==> src/core/fepcs_params.svh <==
// Constants for the 100 Mb/s line coding block: register map, field
// positions, reset values, code groups and bit counts.
// Assumes inclusion by bare name from the design, checker and bench files.
`ifndef FEPCS_PARAMS_SVH
`define FEPCS_PARAMS_SVH

// ----------------------------------------------------------------
// Register map
// ----------------------------------------------------------------
`define FEPCS_REG_CTRL      5'h10
`define FEPCS_REG_STAT      5'h11
`define FEPCS_CTRL_FDX      0
`define FEPCS_CTRL_SYM      1
`define FEPCS_CTRL_TXINV    2
`define FEPCS_CTRL_SPD10    3
`define FEPCS_CTRL_ANEG     4
`define FEPCS_STAT_LOCK     4
`define FEPCS_STAT_PREM     5
`define FEPCS_STAT_HALT     6
`define FEPCS_STAT_INV      7
`define FEPCS_STAT_POLR     8
`define FEPCS_CTRL_RST      5'h00

// ----------------------------------------------------------------
// Code groups, first bit on the line in bit 4
// ----------------------------------------------------------------
`define FEPCS_DATA_CG       80'hef37a_bda72_7b96a_ad13e
`define FEPCS_CG_I          5'h1f
`define FEPCS_CG_J          5'h18
`define FEPCS_CG_K          5'h11
`define FEPCS_CG_T          5'h0d
`define FEPCS_CG_R          5'h07
`define FEPCS_CG_H          5'h04
`define FEPCS_CG_BAD        5'h00
`define FEPCS_PREAMBLE      4'h5

// ----------------------------------------------------------------
// Scrambler and receive counts
// ----------------------------------------------------------------
`define FEPCS_SEED_HI       6'h2a
`define FEPCS_LOCK_BITS     5'h1e
`define FEPCS_CD_LAST       4'h9
`define FEPCS_SYM_LAST      4'h4

`endif

==> src/core/fepcs_pkg.sv <==
// Types shared by the line coding block.
// Assumes fepcs_params.svh on the include path.
package fepcs_pkg;

    typedef enum logic [1:0] {
        rx_idle,
        rx_carrier,
        rx_recv
    } fepcs_rx_state_e;

    typedef enum logic [1:0] {
        tx_idle,
        tx_ssd_k,
        tx_data,
        tx_esd_r
    } fepcs_tx_state_e;

    typedef struct packed {
        logic       en;
        logic       er;
        logic [3:0] d;
    } fepcs_mii_tx_s;

    typedef struct packed {
        logic aneg;
        logic spd10;
        logic tx_inv;
        logic sym;
        logic fdx;
    } fepcs_ctrl_s;

endpackage

==> src/core/fepcs_top.sv <==
// Line coding path of a twisted-pair PHY at 100 Mb/s: 4B/5B coding,
// scrambling, MLT-3, carrier sense, collision and status registers.
// Assumes i_clk is the 25 MHz reference that also clocks the nibble
// side; the recovered receive clock and line levels come from outside.
//
// The placing of the registers and the plain strobed port were decided locally.
`timescale 1ns/1ps
`include "fepcs_params.svh"

module fepcs_top
    import fepcs_pkg::*;
(
    input  wire logic          i_clk,
    input  wire logic          i_resetn,
    input  wire logic [4:0]    i_addr,
    input  wire logic [15:0]   i_wdata,
    input  wire logic          i_wr,
    input  wire logic          i_rd,
    output logic      [15:0]   o_rdata,
    input  wire logic [4:0]    i_phy_addr,
    input  wire fepcs_mii_tx_s i_mii_tx,
    input  wire logic [4:0]    i_tx_sym,
    input  wire logic          i_man_tx,
    input  wire logic          i_rx_link_clk,
    input  wire logic          i_line_rx_pos,
    input  wire logic          i_line_rx_neg,
    output logic      [4:0]    o_line_tx_pos,
    output logic      [4:0]    o_line_tx_neg,
    output logic      [3:0]    o_rxd,
    output logic               o_rx_dv,
    output logic               o_rx_er,
    output logic               o_rx_stb,
    output logic               o_crs,
    output logic               o_col
);

    // ----------------------------------------------------------------
    // Code group helpers
    // ----------------------------------------------------------------
    localparam logic [79:0] DATA_CG = `FEPCS_DATA_CG;

    function automatic logic [4:0] fepcs_enc(input logic [3:0] n);
        fepcs_enc = DATA_CG[{n, 2'b00} + {3'b000, n} +: 5];
    endfunction

    // Returns {hit, nibble}
    function automatic logic [4:0] fepcs_dec(input logic [4:0] s);
        fepcs_dec = 5'h00;
        for (int i = 0; i < 16; i++) begin
            if (DATA_CG[i*5 +: 5] == s) begin
                fepcs_dec = {1'b1, 4'(i)};
            end
        end
    endfunction

    // ----------------------------------------------------------------
    // Register file
    // ----------------------------------------------------------------
    fepcs_ctrl_s ctrl_r;
    fepcs_ctrl_s ctrl_nxt;
    logic [15:0] rdata_r;
    logic [15:0] rdata_nxt;
    logic        inv_r;
    logic        inv_nxt;
    logic        halt_r;
    logic        halt_nxt;
    logic        prem_r;
    logic        prem_nxt;
    logic        stat_clr;
    logic        set_inv;
    logic        set_halt;
    logic        set_prem;
    logic        pol_r;
    logic [4:0]  lock_r;
    logic        locked;

    assign locked   = (lock_r == `FEPCS_LOCK_BITS);
    assign stat_clr = i_rd && (i_addr == `FEPCS_REG_STAT);

    always_comb begin
        ctrl_nxt  = ctrl_r;
        rdata_nxt = rdata_r;
        if (i_wr && (i_addr == `FEPCS_REG_CTRL)) begin
            ctrl_nxt.fdx    = i_wdata[`FEPCS_CTRL_FDX];
            ctrl_nxt.sym    = i_wdata[`FEPCS_CTRL_SYM];
            ctrl_nxt.tx_inv = i_wdata[`FEPCS_CTRL_TXINV];
            ctrl_nxt.spd10  = i_wdata[`FEPCS_CTRL_SPD10];
            ctrl_nxt.aneg   = i_wdata[`FEPCS_CTRL_ANEG];
        end
        if (i_rd) begin
            rdata_nxt = 16'h0000;
            if (i_addr == `FEPCS_REG_CTRL) begin
                rdata_nxt[`FEPCS_CTRL_FDX]   = ctrl_r.fdx;
                rdata_nxt[`FEPCS_CTRL_SYM]   = ctrl_r.sym;
                rdata_nxt[`FEPCS_CTRL_TXINV] = ctrl_r.tx_inv;
                rdata_nxt[`FEPCS_CTRL_SPD10] = ctrl_r.spd10;
                rdata_nxt[`FEPCS_CTRL_ANEG]  = ctrl_r.aneg;
            end else if (i_addr == `FEPCS_REG_STAT) begin
                rdata_nxt[`FEPCS_STAT_LOCK] = locked;
                rdata_nxt[`FEPCS_STAT_PREM] = prem_r;
                rdata_nxt[`FEPCS_STAT_HALT] = halt_r;
                rdata_nxt[`FEPCS_STAT_INV]  = inv_r;
                rdata_nxt[`FEPCS_STAT_POLR] = pol_r;
            end
        end
        // Latching flags: a new event wins over the read that clears
        inv_nxt  = set_inv  | (inv_r  & ~stat_clr);
        halt_nxt = set_halt | (halt_r & ~stat_clr);
        prem_nxt = set_prem | (prem_r & ~stat_clr);
    end

    always_ff @(posedge i_clk or negedge i_resetn) begin
        if (!i_resetn) begin
            ctrl_r  <= `FEPCS_CTRL_RST;
            rdata_r <= 16'h0000;
            inv_r   <= 1'b0;
            halt_r  <= 1'b0;
            prem_r  <= 1'b0;
        end else begin
            ctrl_r  <= ctrl_nxt;
            rdata_r <= rdata_nxt;
            inv_r   <= inv_nxt;
            halt_r  <= halt_nxt;
            prem_r  <= prem_nxt;
        end
    end

    assign o_rdata = rdata_r;

    // ----------------------------------------------------------------
    // Transmit: framing, 4B/5B, scrambler, MLT-3
    // ----------------------------------------------------------------
    fepcs_tx_state_e tx_st_r;
    fepcs_tx_state_e tx_st_nxt;
    logic [10:0]     tx_lfsr_r;
    logic [10:0]     tx_lfsr_nxt;
    logic            seeded_r;
    logic            seeded_nxt;
    logic [1:0]      phase_r;
    logic [1:0]      phase_nxt;
    logic [4:0]      txp_r;
    logic [4:0]      txp_nxt;
    logic [4:0]      txn_r;
    logic [4:0]      txn_nxt;
    logic [4:0]      tx_cg;
    logic            tx_bit;
    logic            tx_key;

    always_comb begin
        tx_st_nxt   = tx_st_r;
        tx_cg       = `FEPCS_CG_I;
        tx_bit      = 1'b0;
        tx_key      = 1'b0;
        seeded_nxt  = 1'b1;
        tx_lfsr_nxt = tx_lfsr_r;
        phase_nxt   = phase_r;
        txp_nxt     = 5'h00;
        txn_nxt     = 5'h00;
        unique case (tx_st_r)
            tx_idle: begin
                if (i_mii_tx.en) begin
                    tx_cg     = `FEPCS_CG_J;
                    tx_st_nxt = tx_ssd_k;
                end
            end
            tx_ssd_k: begin
                tx_cg     = `FEPCS_CG_K;
                tx_st_nxt = tx_data;
            end
            tx_data: begin
                if (!i_mii_tx.en) begin
                    tx_cg     = `FEPCS_CG_T;
                    tx_st_nxt = tx_esd_r;
                end else if (i_mii_tx.er) begin
                    tx_cg = ctrl_r.tx_inv ? `FEPCS_CG_BAD : `FEPCS_CG_H;
                end else begin
                    tx_cg = fepcs_enc(i_mii_tx.d);
                end
            end
            tx_esd_r: begin
                tx_cg     = `FEPCS_CG_R;
                tx_st_nxt = tx_idle;
            end
        endcase
        if (ctrl_r.sym) begin
            tx_cg = i_tx_sym;
        end
        if (!seeded_r) begin
            tx_lfsr_nxt = {`FEPCS_SEED_HI, i_phy_addr};
        end
        for (int b = 4; b >= 0; b--) begin
            tx_key      = tx_lfsr_nxt[10] ^ tx_lfsr_nxt[8];
            tx_lfsr_nxt = {tx_lfsr_nxt[9:0], tx_key};
            tx_bit      = ctrl_r.sym ? tx_cg[b] : (tx_cg[b] ^ tx_key);
            // A one steps the level through 0, +1, 0, -1
            phase_nxt   = phase_nxt + {1'b0, tx_bit};
            txp_nxt[b]  = (phase_nxt == 2'b01);
            txn_nxt[b]  = (phase_nxt == 2'b11);
        end
        if (ctrl_r.spd10) begin
            txp_nxt = {5{i_man_tx}};
            txn_nxt = {5{~i_man_tx}};
        end
    end

    always_ff @(posedge i_clk or negedge i_resetn) begin
        if (!i_resetn) begin
            tx_st_r   <= tx_idle;
            tx_lfsr_r <= 11'h7ff;
            seeded_r  <= 1'b0;
            phase_r   <= 2'b00;
            txp_r     <= 5'h00;
            txn_r     <= 5'h00;
        end else begin
            tx_st_r   <= tx_st_nxt;
            tx_lfsr_r <= tx_lfsr_nxt;
            seeded_r  <= seeded_nxt;
            phase_r   <= phase_nxt;
            txp_r     <= txp_nxt;
            txn_r     <= txn_nxt;
        end
    end

    assign o_line_tx_pos = txp_r;
    assign o_line_tx_neg = txn_r;

    // ----------------------------------------------------------------
    // Receive line sampling: three stages, edge of recovered clock
    // ----------------------------------------------------------------
    logic [2:0] sync1_r;
    logic [2:0] sync2_r;
    logic [2:0] sync3_r;
    logic       clk_lvl_r;
    logic       clk_lvl_nxt;
    logic       rx_edge;

    assign rx_edge     = sync2_r[2] & sync3_r[2] & ~clk_lvl_r;
    assign clk_lvl_nxt = (sync2_r[2] == sync3_r[2]) ? sync3_r[2] : clk_lvl_r;

    always_ff @(posedge i_clk or negedge i_resetn) begin
        if (!i_resetn) begin
            sync1_r   <= 3'h0;
            sync2_r   <= 3'h0;
            sync3_r   <= 3'h0;
            clk_lvl_r <= 1'b0;
        end else begin
            sync1_r   <= {i_rx_link_clk, i_line_rx_pos, i_line_rx_neg};
            sync2_r   <= sync1_r;
            sync3_r   <= sync2_r;
            clk_lvl_r <= clk_lvl_nxt;
        end
    end

    // ----------------------------------------------------------------
    // Receive: polarity, MLT-3, descrambler, framing and decode
    // ----------------------------------------------------------------
    fepcs_rx_state_e rx_st_r;
    fepcs_rx_state_e rx_st_nxt;
    logic [1:0]      raw_prev_r;
    logic [1:0]      lvl_prev_r;
    logic [1:0]      lvl_prev_nxt;
    logic            pol_nxt;
    logic [10:0]     key_r;
    logic [10:0]     key_nxt;
    logic [4:0]      lock_nxt;
    logic [9:0]      win_r;
    logic [9:0]      win_nxt;
    logic            zero_r;
    logic            zero_nxt;
    logic            gap_r;
    logic            gap_nxt;
    logic [3:0]      cnt_r;
    logic [3:0]      cnt_nxt;
    logic            tseen_r;
    logic            tseen_nxt;
    logic            pend_r;
    logic            pend_nxt;
    logic [3:0]      rxd_r;
    logic [3:0]      rxd_nxt;
    logic            er_r;
    logic            er_nxt;
    logic            stb_r;
    logic            stb_nxt;
    logic [1:0]      raw;
    logic [1:0]      lvl;
    logic            sbit;
    logic            kp;
    logic            pb;
    logic [4:0]      dec;

    assign raw = sync3_r[1:0];

    always_comb begin
        rx_st_nxt    = rx_st_r;
        lvl_prev_nxt = lvl_prev_r;
        pol_nxt      = pol_r;
        key_nxt      = key_r;
        lock_nxt     = lock_r;
        win_nxt      = win_r;
        zero_nxt     = zero_r;
        gap_nxt      = gap_r;
        cnt_nxt      = cnt_r;
        tseen_nxt    = tseen_r;
        pend_nxt     = 1'b0;
        rxd_nxt      = rxd_r;
        er_nxt       = er_r;
        stb_nxt      = 1'b0;
        set_inv      = 1'b0;
        set_halt     = 1'b0;
        set_prem     = 1'b0;
        lvl          = pol_r ? {raw[0], raw[1]} : raw;
        sbit         = (lvl != lvl_prev_r);
        kp           = key_r[10] ^ key_r[8];
        pb           = 1'b1;
        dec          = fepcs_dec(win_r[3:0] == 4'h0 ? 5'h00 : {win_r[3:0], pb});
        if (pend_r) begin
            stb_nxt = 1'b1;
            rxd_nxt = `FEPCS_PREAMBLE;
            er_nxt  = 1'b0;
        end
        if (rx_edge) begin
            // Positive link pulses: a pulse that starts negative means swapped pair
            if ((ctrl_r.spd10 || ctrl_r.aneg) && raw_prev_r == 2'b00 && ^raw) begin
                pol_nxt = raw[0];
            end
            lvl_prev_nxt = lvl;
            if (ctrl_r.sym) begin
                pb = sbit;
            end else if (locked) begin
                pb      = sbit ^ kp;
                key_nxt = {key_r[9:0], kp};
            end else begin
                // Idle carries all ones, so the keystream is the inverted line
                key_nxt  = {key_r[9:0], ~sbit};
                lock_nxt = (kp == ~sbit) ? lock_r + 5'h01 : 5'h00;
            end
            win_nxt = {win_r[8:0], pb};
            dec     = fepcs_dec(win_nxt[4:0]);
            unique case (rx_st_r)
                rx_idle: begin
                    if (!zero_r) begin
                        if (!pb) begin
                            zero_nxt = 1'b1;
                            gap_nxt  = 1'b0;
                            cnt_nxt  = 4'h0;
                        end
                    end else begin
                        cnt_nxt = cnt_r + 4'h1;
                        if (pb) begin
                            gap_nxt = 1'b1;
                        end
                        if (!pb && gap_r) begin
                            rx_st_nxt = rx_carrier;
                            zero_nxt  = 1'b0;
                            cnt_nxt   = 4'h0;
                        end else if (cnt_r == `FEPCS_CD_LAST) begin
                            zero_nxt = 1'b0;
                        end
                    end
                end
                rx_carrier: begin
                    cnt_nxt = cnt_r + 4'h1;
                    if (win_nxt == {`FEPCS_CG_J, `FEPCS_CG_K}) begin
                        rx_st_nxt = rx_recv;
                        cnt_nxt   = 4'h0;
                        tseen_nxt = 1'b0;
                        stb_nxt   = 1'b1;
                        rxd_nxt   = `FEPCS_PREAMBLE;
                        er_nxt    = 1'b0;
                        pend_nxt  = 1'b1;
                    end else if (cnt_r == `FEPCS_CD_LAST && win_nxt != {`FEPCS_CG_I, `FEPCS_CG_J}) begin
                        rx_st_nxt = rx_idle;
                        stb_nxt   = 1'b1;
                        er_nxt    = 1'b1;
                    end
                end
                rx_recv: begin
                    cnt_nxt = cnt_r + 4'h1;
                    if (cnt_r == `FEPCS_SYM_LAST) begin
                        cnt_nxt = 4'h0;
                        er_nxt  = 1'b0;
                        if (tseen_r) begin
                            tseen_nxt = 1'b0;
                            rx_st_nxt = rx_idle;
                            if (win_nxt[4:0] != `FEPCS_CG_R) begin
                                stb_nxt = 1'b1;
                                er_nxt  = 1'b1;
                            end
                        end else if (dec[4]) begin
                            stb_nxt = 1'b1;
                            rxd_nxt = dec[3:0];
                        end else if (win_nxt[4:0] == `FEPCS_CG_T) begin
                            tseen_nxt = 1'b1;
                        end else begin
                            stb_nxt = 1'b1;
                            er_nxt  = 1'b1;
                            if (win_nxt[4:0] == `FEPCS_CG_I) begin
                                set_prem  = 1'b1;
                                rx_st_nxt = rx_idle;
                            end else if (win_nxt[4:0] == `FEPCS_CG_H) begin
                                set_halt = 1'b1;
                            end else if (win_nxt[4:0] != `FEPCS_CG_J && win_nxt[4:0] != `FEPCS_CG_K
                                         && win_nxt[4:0] != `FEPCS_CG_R) begin
                                set_inv = 1'b1;
                            end
                        end
                    end
                end
                default: begin
                    rx_st_nxt = rx_idle;
                end
            endcase
        end
    end

    always_ff @(posedge i_clk or negedge i_resetn) begin
        if (!i_resetn) begin
            rx_st_r    <= rx_idle;
            raw_prev_r <= 2'b00;
            lvl_prev_r <= 2'b00;
            pol_r      <= 1'b0;
            key_r      <= 11'h000;
            lock_r     <= 5'h00;
            win_r      <= 10'h3ff;
            zero_r     <= 1'b0;
            gap_r      <= 1'b0;
            cnt_r      <= 4'h0;
            tseen_r    <= 1'b0;
            pend_r     <= 1'b0;
            rxd_r      <= 4'h0;
            er_r       <= 1'b0;
            stb_r      <= 1'b0;
        end else begin
            rx_st_r    <= rx_st_nxt;
            raw_prev_r <= rx_edge ? raw : raw_prev_r;
            lvl_prev_r <= lvl_prev_nxt;
            pol_r      <= pol_nxt;
            key_r      <= key_nxt;
            lock_r     <= lock_nxt;
            win_r      <= win_nxt;
            zero_r     <= zero_nxt;
            gap_r      <= gap_nxt;
            cnt_r      <= cnt_nxt;
            tseen_r    <= tseen_nxt;
            pend_r     <= pend_nxt;
            rxd_r      <= rxd_nxt;
            er_r       <= er_nxt;
            stb_r      <= stb_nxt;
        end
    end

    // ----------------------------------------------------------------
    // Nibble side outputs, carrier sense and collision
    // ----------------------------------------------------------------
    logic receiving;
    logic tx_active;

    assign receiving = (rx_st_r != rx_idle);
    assign tx_active = (tx_st_r != tx_idle);
    assign o_rxd     = rxd_r;
    assign o_rx_er   = er_r;
    assign o_rx_stb  = stb_r;
    assign o_rx_dv   = (rx_st_r == rx_recv);
    assign o_crs     = receiving | (tx_active & ~ctrl_r.fdx);
    assign o_col     = receiving & tx_active & ~ctrl_r.fdx;

endmodule

==> config.mk <==
export PLATFORM = sky130hd
export DESIGN_NAME = fepcs_top
export DESIGN_NICKNAME = d
export VERILOG_FILES = /design/src/core/fepcs_pkg.sv /design/src/core/fepcs_top.sv
export VERILOG_INCLUDE_DIRS = /design/src /design/src/core
export SDC_FILE = /design/constraint.sdc
export NUM_CORES = 1
export LEC_CHECK = 0
export BUFFER_PORTS_ARGS = -buffer_cell sky130_fd_sc_hd__buf_4
export CAP_MARGIN = 40
export CORE_ASPECT_RATIO = 1.4
export CORE_MARGIN = 3
export CORE_UTILIZATION = 40
export DETAILED_ROUTE_END_ITERATION = 8
export HOLD_SLACK_MARGIN = 0.02
export PLACE_DENSITY_LB_ADDON = 0.12
export SLEW_MARGIN = 20
export SYNTH_ARGS = -nofsm -noshare
export SYNTH_HDL_FRONTEND = slang
export SYNTH_SLANG_ARGS = --single-unit
==> constraint.sdc <==
create_clock -name i_clk -period 4.95 [get_ports i_clk]
set_input_delay 0.2475 -clock i_clk [delete_from_list [all_inputs] [get_ports i_clk]]
set_output_delay 0.2475 -clock i_clk [all_outputs]
set_load 0.01 [all_outputs]
# Yosys cells after proc, flatten, opt, wreduce, memory -nomap -nowiden
# Index checks and enable logic that the tools add are counted.
[word_totals]
rom_bits = 0
memories = 0
in_bits = 45
out_inout_bits = 35
regBits = 99
wordCells = 288
latchBits = 0
ram_bits = 0
[classes]
reduce_logical = 27
n_lt_le_gt_ge = 0
mul = 0
addsub = 8
n_eq_ne = 60
n_shift = 1
div = 0
n_bitwise = 31
n_mux = 127
[op_table]
columns = ["operator", "count"]
rows = [
  ["2-to-1 mux 5 bit", 24],
  ["indexed part select 80 x 8 -> 5 bit, first input constant", 1],
  ["2-to-1 mux 1 bit", 67],
  ["== test 5 bit, first input constant", 11],
  ["2-to-1 mux 4 bit", 13],
  ["== test 4 x 5 -> 1 bit, first input constant", 5],
  ["2-to-1 mux 2 bit", 12],
  ["== test 5 bit, second input constant", 4],
  ["one-hot mux 5 bit (4 select lines)", 1],
  ["== test 2 bit, second input constant", 8],
  ["== test 2 x 1 -> 1 bit, second input constant", 7],
  ["!= test 2 bit, second input constant", 6],
  ["!= test 3 bit, second input constant", 4],
  ["one-hot mux 4 bit (3 select lines)", 1],
  ["XOR 1 bit", 12],
  ["2-to-1 mux 11 bit", 1],
  ["adder 2 x 1 -> 2 bit", 5],
  ["== test 10 bit, second input constant", 1],
  ["!= test 10 bit, second input constant", 1],
  ["!= test 5 bit, second input constant", 2],
  ["bitwise AND 1 bit", 8],
  ["logical AND 1 bit", 8],
  ["one-hot mux 2 bit (4 select lines)", 1],
  ["one-hot mux 4 bit (2 select lines)", 1],
  ["other kinds (27)", 50],
]

# Depth between registers and ports, before layout
[depth]
depth_word = 30
mapped_depth = 19
mapped_depth_nobuf = 17

# Worst setup path before layout
# OpenSTA, ideal clock, no wires.
[synth_timing]
path_type = "input to register"
start = "input port i_mii_tx[0] (netlist name)"
end = "register txp_r[0] (netlist: o_line_tx_pos[0])"
path_stages = 18
t_arrival_ns = 4.263
setup_ns = 0.131
setup_slack_ns = 0.555
path_buffers = 3
t_required_ns = 4.819
path_cell_list = "ha_1 -> fa_1 -> clkbuf_1 -> clkbuf_1 -> clkbuf_1 -> a21oi_1 -> o211ai_1 -> nand4_1 -> o211ai_1 -> nand3_1 -> a31o_2 -> ha_1 -> ha_1 -> ha_1 -> ha_1 -> ha_1 -> xnor2_1 -> o21ai_0"
[synth_between]
elab_chain_cells = 15
elab_cells_between_ends = 23
cone_classes = "add/sub: 6; eq/ne: 1; shift: 1; mux: 10; bitwise: 5"
[synth_rtl]
columns = ["item", "line_no", "text"]
rows = [
  ["from (decl)", "fepcs_top.sv:21", "input wire fepcs_mii_tx_s i_mii_tx,"],
  ["adder 6 x 4 -> 7 bit (*)", "fepcs_top.sv:43", "fepcs_enc = DATA_CG[{n, 2'b00} + {3'b000, n} +: 5];"],
  ["indexed part select 80 x 8 -> 5 bit (*)", "fepcs_top.sv:43", ""],
  ["2-to-1 mux 5 bit (*)", "fepcs_top.sv:174", "end else if (i_mii_tx.er) begin"],
  ["2-to-1 mux 5 bit (*)", "fepcs_top.sv:171", "if (!i_mii_tx.en) begin"],
  ["one-hot mux 5 bit (4 select lines) (*)", "fepcs_top.sv:159", "unique case (tx_st_r)"],
  ["2-to-1 mux 5 bit (*)", "fepcs_top.sv:185", "if (ctrl_r.sym) begin"],
  ["XOR 1 bit", "fepcs_top.sv:194", "tx_bit = ctrl_r.sym ? tx_cg[b] : (tx_cg[b] ^ tx_key);"],
  ["2-to-1 mux 1 bit", "fepcs_top.sv:194", ""],
  ["adder 2 x 1 -> 2 bit (4 in a row)", "fepcs_top.sv:196", "phase_nxt = phase_nxt + {1'b0, tx_bit};"],
  ["adder 2 x 1 -> 2 bit (*)", "fepcs_top.sv:196", ""],
  ["named net phase_nxt[1]", "fepcs_top.sv:140", "logic [1:0] phase_nxt;"],
  ["== test 2 x 1 -> 1 bit (*)", "fepcs_top.sv:197", "txp_nxt[b] = (phase_nxt == 2'b01);"],
  ["2-to-1 mux 5 bit (*)", "fepcs_top.sv:200", "if (ctrl_r.spd10) begin"],
  ["named net txp_nxt[0]", "fepcs_top.sv:142", "logic [4:0] txp_nxt;"],
  ["to (signal assigned)", "fepcs_top.sv:219", "txp_r <= txp_nxt;"],
  ["to (decl)", "fepcs_top.sv:141", "logic [4:0] txp_r;"],
]
# Mark *: on every way through the listed nets, which the timed path passes. The rest lies on a longest branch.
# A chain may end at the register's enable or synchronous reset.

# Final worst setup path
[layout_timing]
start = "input port i_mii_tx[2] (netlist name)"
end = "register txp_r[0] (netlist: o_line_tx_pos[0])"
# Same word-level chain as after synthesis.

==> reports/results.tsv <==
metric	value	unit
vias in the first global route	5237	
routed length on met3	576	um
clock tree from TritonCTS	yes	
final setup TNS	0	ns
Startpoint Class	input port	
clock power share	19.6	%
fmax	228	MHz
FF-to-FF Start	tx_st_r[1]	
clk root buf	clkbuf_16	
antenna-violating nets left	0	
combinational share of power	45.1	%
Setup CP Type	in2reg	
Vias	5186	
Critical Path End Type	register	
Worst path most repeated cell	ha_1	
Warnings, synthesis	0	
sequential share of power	35.3	%
clock-pin slew on the worst setup and hold paths	0.07	ns
Synth Area in Compound Gates	17.3	%
Design Power	3.41	mW
Die ar.	17000	um^2
share of layout cells above drive strength 1	21.6	%
gr usage total	20.0	%
Distinct cells, synth	75	
CP Cell Sequence	buf_4, ha_1, fa_1, nor2b_1, a22o_1, o22a_1, o211ai_1, o211ai_1, a21o_1, a31o_2, ha_1, ha_1, ha_1, ha_1, ha_1, xnor2_1, o21ai_0	
Core ar.	15100	um^2
proportion of synthesized chip area in sequential cells	40.6	%
post-cts sizing count	0	
switching share of power	39.1	%
CP Data Required Time	5.17	ns
power density over the cells	474	nW/um^2
Post-synth EDFFs	0	
setup repair after global routing missed its margin	no	
Yosys reg bits	99	
Post-Route WL	16900	um
Least-Margin Pin Slew	0.748	ns
wire per inst	17.8	um
Lkg Pwr	3.23	nW
port bufs	61	
htree depth	3	
Setup Viol. Count Final	0	
met1 WL	6520	um
top cells by count, synth	nand2_1, dfrtp_1, o21ai_0	
GR Overflow Total	0	
Initial DRT Pass Iterations	4	
adder-cell share of the synthesized area	5.40	%
cell with the most instances after synthesis	nand2_1	
num ports	80	
iteration-0 DRC count of the detailed router	312	
met2 WL post-DR	9230	um
first-pass GRT wire length	27200	um
Clock Sink Count	99	
largest family of logic cells by synthesized area	simple AND/OR/NAND/NOR gates	
hold_buf cts	4	
CP max stage cell	fa_1	
mux contribution to synthesized area	6.74	%
Worst path top cell family by delay	adder cells	
XOR/XNOR Fraction of Synth Area	3.13	%
n_diodes	0	
status	completed	
crit-path max cell delay	0.77	ns
minimum clock period	4.39	ns
Mean Syn Cell Area	8.97	um^2
Sw Pwr	1.33	mW
CP Buf/Inv Count	1	
Core Rows	53	
routability cong.	0.895	
nets@finish	820	
# Post-CTS Setup Buffers	0	
Critical Path Fanout Max	13	
Area Growth Syn to Fin	16.8	%
cell area after synthesis	6160	um^2
Yosys top cell area share	32.1	%
die height	153	um
Synth Area in Simple Gates	21.3	%
leading post-synthesis cells by cell area	dfrtp_1, dfstp_2, nand2_1	
TritonCTS Buffers	9	
initial antenna violation count	0	
Final HPWL DP	12900	um
ys flop type	dfrtp_1	
WP data arrival	4.61	ns
Slew headroom	48.8	%
post-synth top area cell	dfrtp_1	
Vias per Instance	5.48	
VDD IR max	0.000304	V
Initial Util	40.9	%
Syn Inst Count	687	
HP Class	in2reg	
fraction of registers with async set/reset	100	%
Slew Viols, Final	0	
Critical path origin	i_mii_tx[2]	
clk buf depth	2	
Die Span X	111	um
Worst Hold Launch	i_wdata[3]	
pin count of the biggest net entering global routing	63	
skew final	0.0107	ns
final period utilization	88.8	%
max_cap viols	0	
later-pin clock latency in the skew report	0.34	ns
top routing layer in use	met4	
Power Internal	2.08	mW
DR DRC count	0	
Final Hold Viols	0	
per-layer routing:
| layer | up-vias | GRT usage [%] |
|---|---|---|
| met3 | 31 | 2.50 |
| met2 | 114 | 37.3 |
| li1 | 2539 | - |
| met5 | - | 0 |
| met1 | 2502 | 22.4 |
| met4 | 0 | 8.98 |
flip-flops by register name, indices dropped and copies added, names as in the netlist, 3 cells and up:
| name | flops |
|---|---|
| sync3_r | 3 |
| o_rdata | 9 |
| cnt_r | 4 |
| key_r | 11 |
| o_rxd | 4 |
| lock_r | 5 |
| win_r | 9 |
| o_line_tx_pos | 5 |
| tx_lfsr_r | 11 |
| ctrl_r | 5 |
| sync1_r | 3 |
| sync2_r | 3 |
| o_line_tx_neg | 5 |
final cells by class:
cell class,instances,area (um^2)
repair buffers,89,698
multi-input cells,519,3350
inverters,31,121
fillers,1447,7860
well taps,192,240
clock buffers,10,229
flip-flops and latches,99,2500
clock inverters,6,55.1
placed cells by master (no fill, tap or decap), drive strengths merged, types with 5 or more instances in the layout:
cell type	n
nand2	100
mux2	26
o211ai	9
nor4	5
mux2i	10
nand3	21
or3	7
conb	8
buf	85
nor2b	10
a21oi	35
o21ai	58
or2	5
clkbuf	10
xor2	11
ha	25
xnor2	11
inv	33
dfstp	20
nor3	14
nand2b	20
a211oi	7
nor2	36
o31ai	8
dfrtp	79
a31oi	6
and3	7
and2	8
kinds of logic (layout without fill, tap and decap cells):
| logic type | after synthesis | after routing |
|---|---|---|
| muxes | 37 | 37 |
| xor gates and xnor gates | 22 | 22 |
| AOI/OAI and AO/OA | 167 | 167 |
| and+or+nand+nor | 259 | 259 |
| adders and majority gates | 26 | 26 |
| DFF | 99 | 99 |
| buffers and inverters | 75 | 136 |
| other | 2 | 8 |
power by group through the flow:
| stage | Sequential (mW) | Combinational [mW] | Clock [mW] |
|---|---|---|---|
| floorplan | 1.16 | 1.15 | 0 |
| global placement | 1.20 | 1.49 | 0 |
| detailed placement | 1.21 | 1.53 | 0 |
| CTS | 1.20 | 1.55 | 0.700 |
| global route | 1.23 | 1.75 | 0.729 |
| finish | 1.20 | 1.54 | 0.668 |
per-stage QoR:
step | worst slack [ns] | hold WS [ns] | utilization (%) | instances | instance area [um^2]
6_report | 0.556 | 0.128 | 47.8 | 946 | 7200
2_1_floorplan | 0.555 | -0.0481 | - | 693 | 6180
3_3_place_gp | 0.326 | 0.242 | 45.4 | 923 | 6830
4_1_cts | 0.566 | 0.110 | 47.6 | 945 | 7170
3_5_place_dp | 0.212 | 0.259 | 45.5 | 925 | 6850
5_1_grt | 0.346 | 0.126 | 47.8 | 946 | 7200
worst reg2reg max path: stages, from the launching register on:
cell and delay, ns:
dfrtp_1 0.50, ha_1 0.34, nor2b_1 0.25, nand3_1 0.12, nor2_1 0.12, o211ai_1 0.15
a21o_1 0.20, a31o_2 0.22, ha_1 0.29, ha_1 0.31, ha_1 0.33, ha_1 0.32
ha_1 0.22, xnor2_1 0.25, o21ai_0 0.14
final timing paths:
path                                    end  slack (ns)  depth (start not counted)
max in group asynchronous      tx_lfsr_r[8]        3.57                          4
min in group asynchronous        rx_st_r[1]        0.39                          2
setup / recovery           o_line_tx_pos[0]        0.56                         17
hold / removal                    ctrl_r[3]        0.13                          2
hold reg to reg                  sync2_r[1]        0.35                          0
setup reg to reg           o_line_tx_pos[0]        1.05                         14
No activity file was read; power rests on OpenSTA's default activity.
